==> config.mk <==
export PLATFORM = sky130hd
export DESIGN_NAME = ipf_formatter
export DESIGN_NICKNAME = d
export VERILOG_FILES = /design/src/design/ipf_pkg.sv /design/src/design/ipf_word_if.sv /design/src/design/ipf_byte_packer.sv /design/src/design/ipf_formatter.sv
export VERILOG_INCLUDE_DIRS = /design/src /design/src/design
export SDC_FILE = /design/constraint.sdc
export NUM_CORES = 1
export LEC_CHECK = 0
export BUFFER_PORTS_ARGS = -buffer_cell sky130_fd_sc_hd__buf_4
export CAP_MARGIN = 25
export CORE_UTILIZATION = 54
export DETAILED_ROUTE_END_ITERATION = 10
export PLACE_DENSITY = 0.8
export SLEW_MARGIN = 20
export SYNTH_ARGS = -nofsm -noshare
export SYNTH_HDL_FRONTEND = slang
export SYNTH_SLANG_ARGS = --single-unit
==> constraint.sdc <==
create_clock -name i_clk_sys -period 4 [get_ports i_clk_sys]
set_input_delay 0.2 -clock i_clk_sys [delete_from_list [all_inputs] [get_ports i_clk_sys]]
set_output_delay 0.2 -clock i_clk_sys [all_outputs]
set_load 0.02 [all_outputs]
==> src/design/ipf_defs.svh <==
`ifndef IPF_DEFS_SVH
`define IPF_DEFS_SVH
`define IPF_PARTS_HI 31
`define IPF_PARTS_LO 30
`define IPF_SUM_HI 29
`define IPF_SUM_LO 28
`define IPF_HDR_BIT 27
`define IPF_SFMT_HI 26
`define IPF_SFMT_LO 23
`define IPF_DFMT_HI 26
`define IPF_DFMT_LO 21
`define IPF_SFMT_MAX 4'h3
`define IPF_DFMT_MAX 6'h1A
`define IPF_CODE_RSVD 2'h3
`define IPF_FLAG_ABS 6
`define IPF_FLAG_TF_HI 3
`define IPF_FLAG_TF_LO 2
`define IPF_HDR_WORDS 3'h6
`define IPF_CH_ID_W 16
`endif

==> src/design/ipf_pkg.sv <==
package ipf_pkg;
  typedef enum logic {IPF_STILL, IPF_DYNAMIC} ipf_fmt_t;
  typedef enum logic [1:0] {IPF_MID, IPF_FIRST, IPF_LAST, IPF_BOTH} ipf_parts_t;
  typedef enum logic [1:0] {IPF_PARTIAL, IPF_ONE, IPF_MANY, IPF_PIECES} ipf_sum_t;
endpackage

==> src/design/ipf_word_if.sv <==
interface ipf_word_if;
  logic [15:0] word;
  logic valid;
  logic ready;
  modport src (output word, output valid, input ready);
  modport dst (input word, input valid, output ready);
endinterface

==> src/design/ipf_byte_packer.sv <==
module ipf_byte_packer
  import ipf_pkg::*;
(
  input wire logic i_clk_sys,
  input wire logic i_rst_n,
  input wire logic i_clear,
  input wire logic i_byte_valid,
  input wire logic [7:0] i_byte,
  input wire logic i_byte_last,
  output logic o_byte_ready,
  ipf_word_if.src wout
);
  logic [7:0] low_ff;
  logic [7:0] nxt_low;
  logic half_ff;
  logic nxt_half;
  logic [15:0] word_ff;
  logic [15:0] nxt_word;
  logic valid_ff;
  logic nxt_valid;
  assign o_byte_ready = ~valid_ff | wout.ready;
  assign wout.word = word_ff;
  assign wout.valid = valid_ff;
  always_comb
  begin
    nxt_low = low_ff;
    nxt_half = half_ff;
    nxt_word = word_ff;
    nxt_valid = valid_ff & ~wout.ready;
    if (i_clear)
    begin
      nxt_half = 1'b0;
      nxt_valid = 1'b0;
    end
    else if (i_byte_valid && o_byte_ready)
    begin
      // earlier byte low, filler high on odd end
      if (half_ff)
      begin
        nxt_word = {i_byte, low_ff};
        nxt_valid = 1'b1;
        nxt_half = 1'b0;
      end
      else if (i_byte_last)
      begin
        nxt_word = {8'h00, i_byte};
        nxt_valid = 1'b1;
      end
      else
      begin
        nxt_low = i_byte;
        nxt_half = 1'b1;
      end
    end
  end
  always_ff @(posedge i_clk_sys)
  begin
    if (!i_rst_n)
    begin
      low_ff <= 8'h00;
      half_ff <= 1'b0;
      word_ff <= 16'h0000;
      valid_ff <= 1'b0;
    end
    else
    begin
      low_ff <= nxt_low;
      half_ff <= nxt_half;
      word_ff <= nxt_word;
      valid_ff <= nxt_valid;
    end
  end
endmodule

==> src/design/ipf_formatter.sv <==
`include "ipf_defs.svh"
module ipf_formatter
(
  input wire logic i_clk_sys,
  input wire logic i_rst_n,
  input wire logic i_pkt_start,
  input wire ipf_pkg::ipf_fmt_t i_fmt,
  input wire ipf_pkg::ipf_parts_t i_parts,
  input wire ipf_pkg::ipf_sum_t i_sum,
  input wire logic i_hdr_en,
  input wire logic [5:0] i_pix_fmt,
  input wire logic [`IPF_CH_ID_W-1:0] i_chan_id,
  input wire logic i_setup_done,
  input wire logic [7:0] i_pkt_flags,
  input wire logic [47:0] i_rel_time,
  input wire logic [63:0] i_abs_time,
  input wire logic i_seg_start,
  input wire logic i_seg_first,
  input wire logic [31:0] i_seg_len,
  input wire logic i_byte_valid,
  input wire logic [7:0] i_byte,
  input wire logic i_byte_last,
  output logic o_byte_ready,
  output logic o_busy,
  output logic o_setup_req,
  output logic o_cfg_err,
  output logic [15:0] o_word,
  output logic o_word_valid,
  input wire logic i_word_ready
);
  import ipf_pkg::*;
  typedef enum {S_IDLE, S_CW, S_WAIT, S_HDR, S_DATA} ipf_state_t;
  ipf_word_if pk_if();
  ipf_state_t st_ff;
  ipf_state_t nxt_st;
  logic [31:0] cw_ff;
  logic [31:0] nxt_cw;
  logic [95:0] hdr_ff;
  logic [95:0] nxt_hdr;
  logic [2:0] idx_ff;
  logic [2:0] nxt_idx;
  logic [15:0] word_ff;
  logic [15:0] nxt_word;
  logic wv_ff;
  logic nxt_wv;
  logic hdr_en_ff;
  logic nxt_hdr_en;
  logic dyn_ff;
  logic nxt_dyn;
  logic [`IPF_CH_ID_W-1:0] id_ff;
  logic [`IPF_CH_ID_W-1:0] nxt_id;
  logic [5:0] pix_ff;
  logic [5:0] nxt_pix;
  logic setup_ff;
  logic nxt_setup;
  logic err_ff;
  logic nxt_err;
  logic last_seen_ff;
  logic nxt_last_seen;
  logic pk_clear;
  logic pk_ready;
  logic out_free;
  logic in_data;
  logic byte_go;

  // codes legal for the chosen format
  function automatic logic code_ok(input logic dyn, input logic [1:0] p, input logic [1:0] s,
                                   input logic [5:0] f);
    if (dyn)
      code_ok = (p != `IPF_CODE_RSVD) && (s != `IPF_CODE_RSVD) && (f <= `IPF_DFMT_MAX);
    else
      code_ok = (f[3:0] <= `IPF_SFMT_MAX) && (f[5:4] == 2'h0);
  endfunction

  // channel word with reserved bits zero
  function automatic logic [31:0] chan_word(input logic dyn, input logic [1:0] p,
                                            input logic [1:0] s, input logic h,
                                            input logic [5:0] f);
    chan_word = 32'h0000_0000;
    chan_word[`IPF_PARTS_HI:`IPF_PARTS_LO] = p;
    chan_word[`IPF_SUM_HI:`IPF_SUM_LO] = s;
    chan_word[`IPF_HDR_BIT] = h;
    if (dyn)
      chan_word[`IPF_DFMT_HI:`IPF_DFMT_LO] = f;
    else
      chan_word[`IPF_SFMT_HI:`IPF_SFMT_LO] = f[3:0];
  endfunction

  assign out_free = ~wv_ff | i_word_ready;
  assign in_data = (st_ff == S_DATA);
  assign byte_go = in_data & i_byte_valid & ~last_seen_ff;
  assign pk_clear = (st_ff == S_IDLE);
  assign pk_if.ready = in_data & out_free;

  ipf_byte_packer u_pack
  (
    .i_clk_sys(i_clk_sys),
    .i_rst_n(i_rst_n),
    .i_clear(pk_clear),
    .i_byte_valid(byte_go),
    .i_byte(i_byte),
    .i_byte_last(i_byte_last),
    .o_byte_ready(pk_ready),
    .wout(pk_if.src)
  );
  assign o_byte_ready = pk_ready & in_data & ~last_seen_ff;

  always_comb
  begin
    nxt_st = st_ff;
    nxt_cw = cw_ff;
    nxt_hdr = hdr_ff;
    nxt_idx = idx_ff;
    nxt_word = word_ff;
    nxt_wv = wv_ff & ~i_word_ready;
    nxt_hdr_en = hdr_en_ff;
    nxt_dyn = dyn_ff;
    nxt_id = id_ff;
    nxt_pix = pix_ff;
    nxt_setup = setup_ff & ~i_setup_done;
    nxt_err = err_ff;
    nxt_last_seen = last_seen_ff;
    case (st_ff)
      S_IDLE:
      begin
        if (i_pkt_start)
        begin
          nxt_dyn = (i_fmt == IPF_DYNAMIC);
          nxt_err = ~code_ok(nxt_dyn, i_parts, i_sum, i_pix_fmt);
          // new id or new format on a dynamic channel needs a setup record
          if (nxt_dyn && ((i_chan_id != id_ff) || (i_pix_fmt != pix_ff)))
          begin
            nxt_setup = 1'b1;
            nxt_id = i_chan_id;
            nxt_pix = i_pix_fmt;
          end
          if (!nxt_err)
          begin
            nxt_hdr_en = i_hdr_en;
            nxt_cw = chan_word(nxt_dyn, i_parts, i_sum, i_hdr_en, i_pix_fmt);
            nxt_idx = 3'h0;
            nxt_st = S_CW;
          end
        end
      end
      S_CW:
      begin
        // packet data held back until setup record is out
        if (out_free && !setup_ff)
        begin
          nxt_word = idx_ff[0] ? cw_ff[31:16] : cw_ff[15:0];
          nxt_wv = 1'b1;
          nxt_idx = idx_ff + 3'h1;
          if (idx_ff[0])
            nxt_st = S_WAIT;
        end
      end
      S_WAIT:
      begin
        if (i_seg_start)
        begin
          nxt_last_seen = 1'b0;
          nxt_idx = 3'h0;
          // capture time at the segment start pulse
          nxt_hdr[95:64] = i_seg_len;
          if (i_pkt_flags[`IPF_FLAG_ABS])
            nxt_hdr[63:0] = i_abs_time;
          else
            nxt_hdr[63:0] = {16'h0000, i_rel_time};
          if (hdr_en_ff && (!dyn_ff || i_seg_first))
            nxt_st = S_HDR;
          else
            nxt_st = S_DATA;
        end
        else if (i_pkt_start)
          nxt_st = S_IDLE;
      end
      S_HDR:
      begin
        if (out_free)
        begin
          nxt_word = hdr_ff[idx_ff*16 +: 16];
          nxt_wv = 1'b1;
          nxt_idx = idx_ff + 3'h1;
          if (idx_ff == `IPF_HDR_WORDS - 3'h1)
            nxt_st = S_DATA;
        end
      end
      S_DATA:
      begin
        if (byte_go && o_byte_ready && i_byte_last)
          nxt_last_seen = 1'b1;
        if (pk_if.valid && out_free)
        begin
          nxt_word = pk_if.word;
          nxt_wv = 1'b1;
          if (last_seen_ff)
            nxt_st = S_WAIT;
        end
      end
      default:
        nxt_st = S_IDLE;
    endcase
  end

  always_ff @(posedge i_clk_sys)
  begin
    if (!i_rst_n)
    begin
      st_ff <= S_IDLE;
      cw_ff <= 32'h0000_0000;
      hdr_ff <= 96'h0;
      idx_ff <= 3'h0;
      word_ff <= 16'h0000;
      wv_ff <= 1'b0;
      hdr_en_ff <= 1'b0;
      dyn_ff <= 1'b0;
      id_ff <= '1;
      pix_ff <= 6'h3F;
      setup_ff <= 1'b0;
      err_ff <= 1'b0;
      last_seen_ff <= 1'b0;
      o_busy <= 1'b0;
    end
    else
    begin
      st_ff <= nxt_st;
      cw_ff <= nxt_cw;
      hdr_ff <= nxt_hdr;
      idx_ff <= nxt_idx;
      word_ff <= nxt_word;
      wv_ff <= nxt_wv;
      hdr_en_ff <= nxt_hdr_en;
      dyn_ff <= nxt_dyn;
      id_ff <= nxt_id;
      pix_ff <= nxt_pix;
      setup_ff <= nxt_setup;
      err_ff <= nxt_err;
      last_seen_ff <= nxt_last_seen;
      o_busy <= (nxt_st != S_IDLE);
    end
  end

  assign o_word = word_ff;
  assign o_word_valid = wv_ff;
  assign o_setup_req = setup_ff;
  assign o_cfg_err = err_ff;
endmodule

[Word level (Yosys, flattened, before mapping)]
Index checks and enable logic that the tools add are counted.
Cells by class
  add/subtract/negate cells: 1
  magnitude comparators: 2
  shift operators: 1
  reductions and logical operators: 32
  bitwise logic cells: 21
  equality and inequality tests: 17
  muxes and demuxes: 46
Operator list (count)
  two-way mux 32 bit: 10
  case mux 32 bit (5 select lines): 1
  two-way mux 16 bit: 6
  indexed part select 96 x 8 -> 16 bit: 1
  equality test 32 x 2 -> 1 bit, second input constant: 2
  logical NOT 32 bit: 2
  two-way mux 64 bit: 1
  case mux 16 bit (3 select lines): 1
  equality test 32 x 1 -> 1 bit, second input constant: 1
  equality test 32 x 3 -> 1 bit, second input constant: 1
  equality test 32 x 4 -> 1 bit, second input constant: 1
  nonzero test 32 bit: 1
  two-way mux 3 bit: 6
  inequality test 2 bit, second input constant: 9
  two-way mux 1 bit: 16
  inequality test 16 bit: 1
  case mux 3 bit (4 select lines): 1
  AND reduction 3 bit: 4
  inverter 1 bit: 11
  logical AND 1 bit: 10
  bitwise AND 1 bit: 8
  AND reduction 4 bit: 2
  less-or-equal comparator 6 x 5 -> 1 bit, second input constant: 1
  inequality test 6 bit: 1
  other kinds (17): 22
Storage, ports and cells
  register bits after elaboration: 213
  output and inout port bits: 21

[Depth between registers and ports, before layout]
  depth in word-level cells: 10
  mapped depth: 10
  mapped depth without buffers: 8

[Modules after synthesis]
From an unflattened synthesis, not the netlist that was laid out.
Second synthesis, totals
  cell total of the unflattened synthesis: 977
  area total of the unflattened synthesis: 9340.2 µm²
Modules (own cells, without submodules)
  ipf_formatter: area each 8237.9 µm², instances 1, cells an instance 865
  ipf_byte_packer: area each 1102.3 µm², instances 1, cells an instance 112

[Least setup slack after synthesis]
No wires, ideal clock.
  path type: register to register
  start point: reg idx_ff[1]
  end point: reg o_busy
  setup slack: 1967 ps
  stages on the path, launching flop included: 10
  period minus slack after synthesis: 2033 ps
  data arrival time: 1974 ps
  setup time: 59 ps
  path buffers: 2
  path through: dfxtp_1 -> clkbuf_1 -> clkbuf_1 -> inv_1 -> ha_1 -> nand2_1 -> o21ai_0 -> a211o_1 -> a31oi_1 -> o31a_1
Between the ends
  cells in the longest elaborated chain, start to end: 5
Ends and longest elaborated chain
  from (decl): RTL line ipf_formatter.sv:40  | logic [2:0] idx_ff;
  from (signal assigned): RTL line ipf_formatter.sv:230  | idx_ff <= nxt_idx;
  equality test 3 bit: RTL line ipf_formatter.sv:185  | if (idx_ff == `IPF_HDR_WORDS - 3'h1)
  two-way mux 32 bit: RTL line ipf_formatter.sv:185
  two-way mux 32 bit: RTL line ipf_formatter.sv:180  | if (out_free)
  case mux 32 bit (5 select lines): RTL line ipf_formatter.sv:123  | case (st_ff)
  nonzero test 32 bit: RTL line ipf_formatter.sv:240  | o_busy <= (nxt_st != S_IDLE);
  to (signal assigned): RTL line ipf_formatter.sv:240
  to (decl): RTL line ipf_formatter.sv:24  | output logic o_busy,
Every way passes these cells.
A chain may end at the register's enable or synchronous reset.

[Worst setup path in the final report]
  start point: reg st_ff[4]
  end point: reg hdr_ff[56]
Between the ends
  cells in the longest elaborated chain, start to end: 2
Ends and longest elaborated chain
  from (decl): RTL line ipf_formatter.sv:34  | ipf_state_t st_ff;
  from (signal assigned): RTL line ipf_formatter.sv:227  | st_ff <= nxt_st;
  equality test 32 x 2 -> 1 bit: RTL line ipf_formatter.sv:123
  AND reduction 2 bit (no line)
  to (signal assigned): RTL line ipf_formatter.sv:229  | hdr_ff <= nxt_hdr;
  to (decl): RTL line ipf_formatter.sv:38  | logic [95:0] hdr_ff;
Every way passes these cells.

==> impl_metrics.yaml <==
drt:
  dr.max_layer_used: "met4"
  vias: 8426
  ant_nets: 0
  drt-vias-per-instance: 5.60
  wl_met3_um: 1830
  wl_met1_um: 10100
  met2_length_um: 12500
  drc: 0
  drt-total-wl_um: 25400
  drtIter0Drc: 654
  dr.pass1.iters: 5
  wl_per_cell_um: 16.9
floorplanning:
  coreArea_um2: 16700
  die_area_um2: 17700
  initial_core_util: 0.555
  die_w_um: 133
  io_pins: 218
  die_h_um: 133
  std_cell_rows: 47
worst_setup_path:
  end_kind: "flop"
  ff2ff_setup_slack_ns: 1.21
  crit_start: "st_ff[4]"
  endpoint: "hdr_ff[56]"
  r2r_end: "hdr_ff[56]"
  worstPathArrival_ns: 3.19
  crit_type: "reg -> reg"
  r2r_start: "st_ff[4]"
  required_ns: 4.40
  worstPathMaxFanout: 47
  crit_path_start_kind: "flop"
  ff2ff_path_depth: 8
power:
  p_seq_frac: 0.468
  powerDensity_nw_per_um2: 367
  clkPwrFrac: 0.456
  fin_total_pwr_uw: 4550
  p_switching_uw: 935
  p_int_uw: 3620
  combinationalPowerShare: 0.076
  p_leak_uw: 0.00536
  vdd_drop_max_uv: 319
  swShare: 0.205
layout:
  fin_nets: 1470
  fin_cells: 1505
  final_core_util: 0.744
  drive_above_1_share: 0.229
  n_antenna_cell: 0
  area.growth.synth_to_final_pct: 33.9
cts:
  cts_tree: "yes"
  clk_pin_slew_ns: 0.06
  cts_buffers: 21
  clk_latency_ns: 0.49
  cts.sinks: 212
  cts_setup_buffers: 0
  htree_levels: 1
  cts_buffer_depth: 3
  post_cts_resized: 0
  root_buffer: "clkbuf_16"
  ctsHoldBuffers: 71
grt:
  grt_pass1_vias: 8212
  grt_usage: 0.289
  grt_antenna_before_repair: 0
  grt_start_max_net_pins: 65
  grt-ovfl-total: 0
  grt_pass1_wl_um: 40600
synth:
  synth-edff-count: 0
  synth_seq_cells: 212
  ys_types: 58
  synthArstFlopShare: 0
  synthCells: 1004
  yosysMostFrequentCell: "dfxtp_1"
  synth_warnings: 0
  synth_ff_type: "dfxtp_1"
  yosys-top-cells-count: "dfxtp_1, nand2_1, a21oi_1"
  syn-cell-area_um2: 9280
  seq_area_frac_synth: 0.458
  syn_area_per_cell_um2: 9.24
  synth_top_area_cell: "dfxtp_1"
  yosys-top-cells-area: "dfxtp_1, mux2i_1, nand2_1"
  synth_top_area_share: 0.458
place:
  dp_cells: 1395
  gp_congestion: 0.817
  port_buffers: 210
  dpl.hpwl_um: 16500
timing:
  rsz0062_at_grt: "no"
  tightest_slew_ns: 0.997
  layout_min_cycle_time_ns: 2.79
  whs_ns: 0.0235
  hold_viol_final: 0
  setup_viol: 0
  maxSlewHeadroom: 0.332
  max_freq_ghz: 0.359
  fin_crit_sh: 0.697
  skew_ns: 0.0132
  drv_slew: 0
  fin_tns_setup_ns: 0
min_path:
  min-delay-start: "i_byte[5]"
  hp-class: "in -> reg"
flow_run:
  maxCapViolCount: 0
run_status:
  run_status: "completed"
sequential cells by signal, summed over array words and instances, names as in the netlist:
register,cells
st_ff,32
u_pack.low_ff,8
cw_ff,11
u_pack.wout.valid,1
o_word_valid,1
o_cfg_err,1
u_pack.wout.word,16
dyn_ff,1
o_busy,1
id_ff,16
hdr_ff,96
o_word,16
idx_ff,3
last_seen_ff,1
u_pack.half_ff,1
o_setup_req,1
pix_ff,6
routing by layer:
layer	up-vias	GRT usage
met5	-	0
met4	0	0.119
met3	68	0.0494
met2	358	0.494
met1	3931	0.359
li1	4069	-
stage by stage:
| stage | worst slack (ns) | instance area, µm² |
|---|---|---|
| finish | 1.21 | 12400 |
| global route | 0.931 | 12400 |
| CTS | 1.17 | 12400 |
| detailed placement | 1.22 | 10900 |
| global placement | 1.30 | 10900 |
| floorplan | 1.97 | 9380 |
placed cells by master, fill, tap and decap left out, drive strengths merged, types with 31 or more instances in the layout:
master / synthesis / final
dlygate4sd3: 0 / 73
mux2i: 89 / 89
nand3: 31 / 31
o21ai: 40 / 40
nand2: 191 / 191
buf: 33 / 221
dfxtp: 212 / 212
clkbuf: 45 / 31
a21oi: 109 / 109
o211a: 34 / 34
nor2: 47 / 47
power by group through the flow:
stage,registers [µW],logic (µW),clock network (µW)
floorplan,2180,103,0
global placement,2180,278,0
detailed placement,2180,279,0
CTS,2130,336,2110
global route,2130,369,2200
finish,2130,345,2080
area by class of cell:
type	instances	area, µm²
multi-input cells	737	4740
fillers	1230	4280
flip-flops and latches	212	4250
repair buffers	294	2400
clock buffers	31	633
well taps	220	275
clock inverters	6	108
inverters	5	18.8
how the worst min path moves through the flow:
stage                           endpoint  cells after the start  slack (ns)
global route        u_pack.wout.word[13]                      3        0.02
detailed placement              id_ff[2]                      3        0.43
global placement                id_ff[1]                      3        0.43
CTS                            cw_ff[29]                      3   0.0000005
floorplan                       id_ff[0]                      2        0.33
finish              u_pack.wout.word[13]                      3        0.02
critical path: stages (launching register included):
cell     delay (ns)
dfxtp_1        0.31
nor4_2         0.32
nand4_2        0.25
nor3_4         0.20
buf_4          0.24
and4b_4        0.65
buf_4          0.37
nand3_1        0.13
a21oi_1        0.21
cells by family (layout without fill, tap and decap cells):
logic type | count (synthesis) | after routing | synth area share
buffers and inverters | 83 | 336 | 0.0434
and+or+nand+nor | 330 | 330 | 0.164
other | 1 | 29 | 0.000404
xor gates and xnor gates | 22 | 22 | 0.0208
DFF | 212 | 212 | 0.458
adders and majority gates | 2 | 2 | 0.00270
AOI/OAI and AO/OA | 249 | 249 | 0.177
muxes | 105 | 105 | 0.135
(Power assumes the default switching activity.)
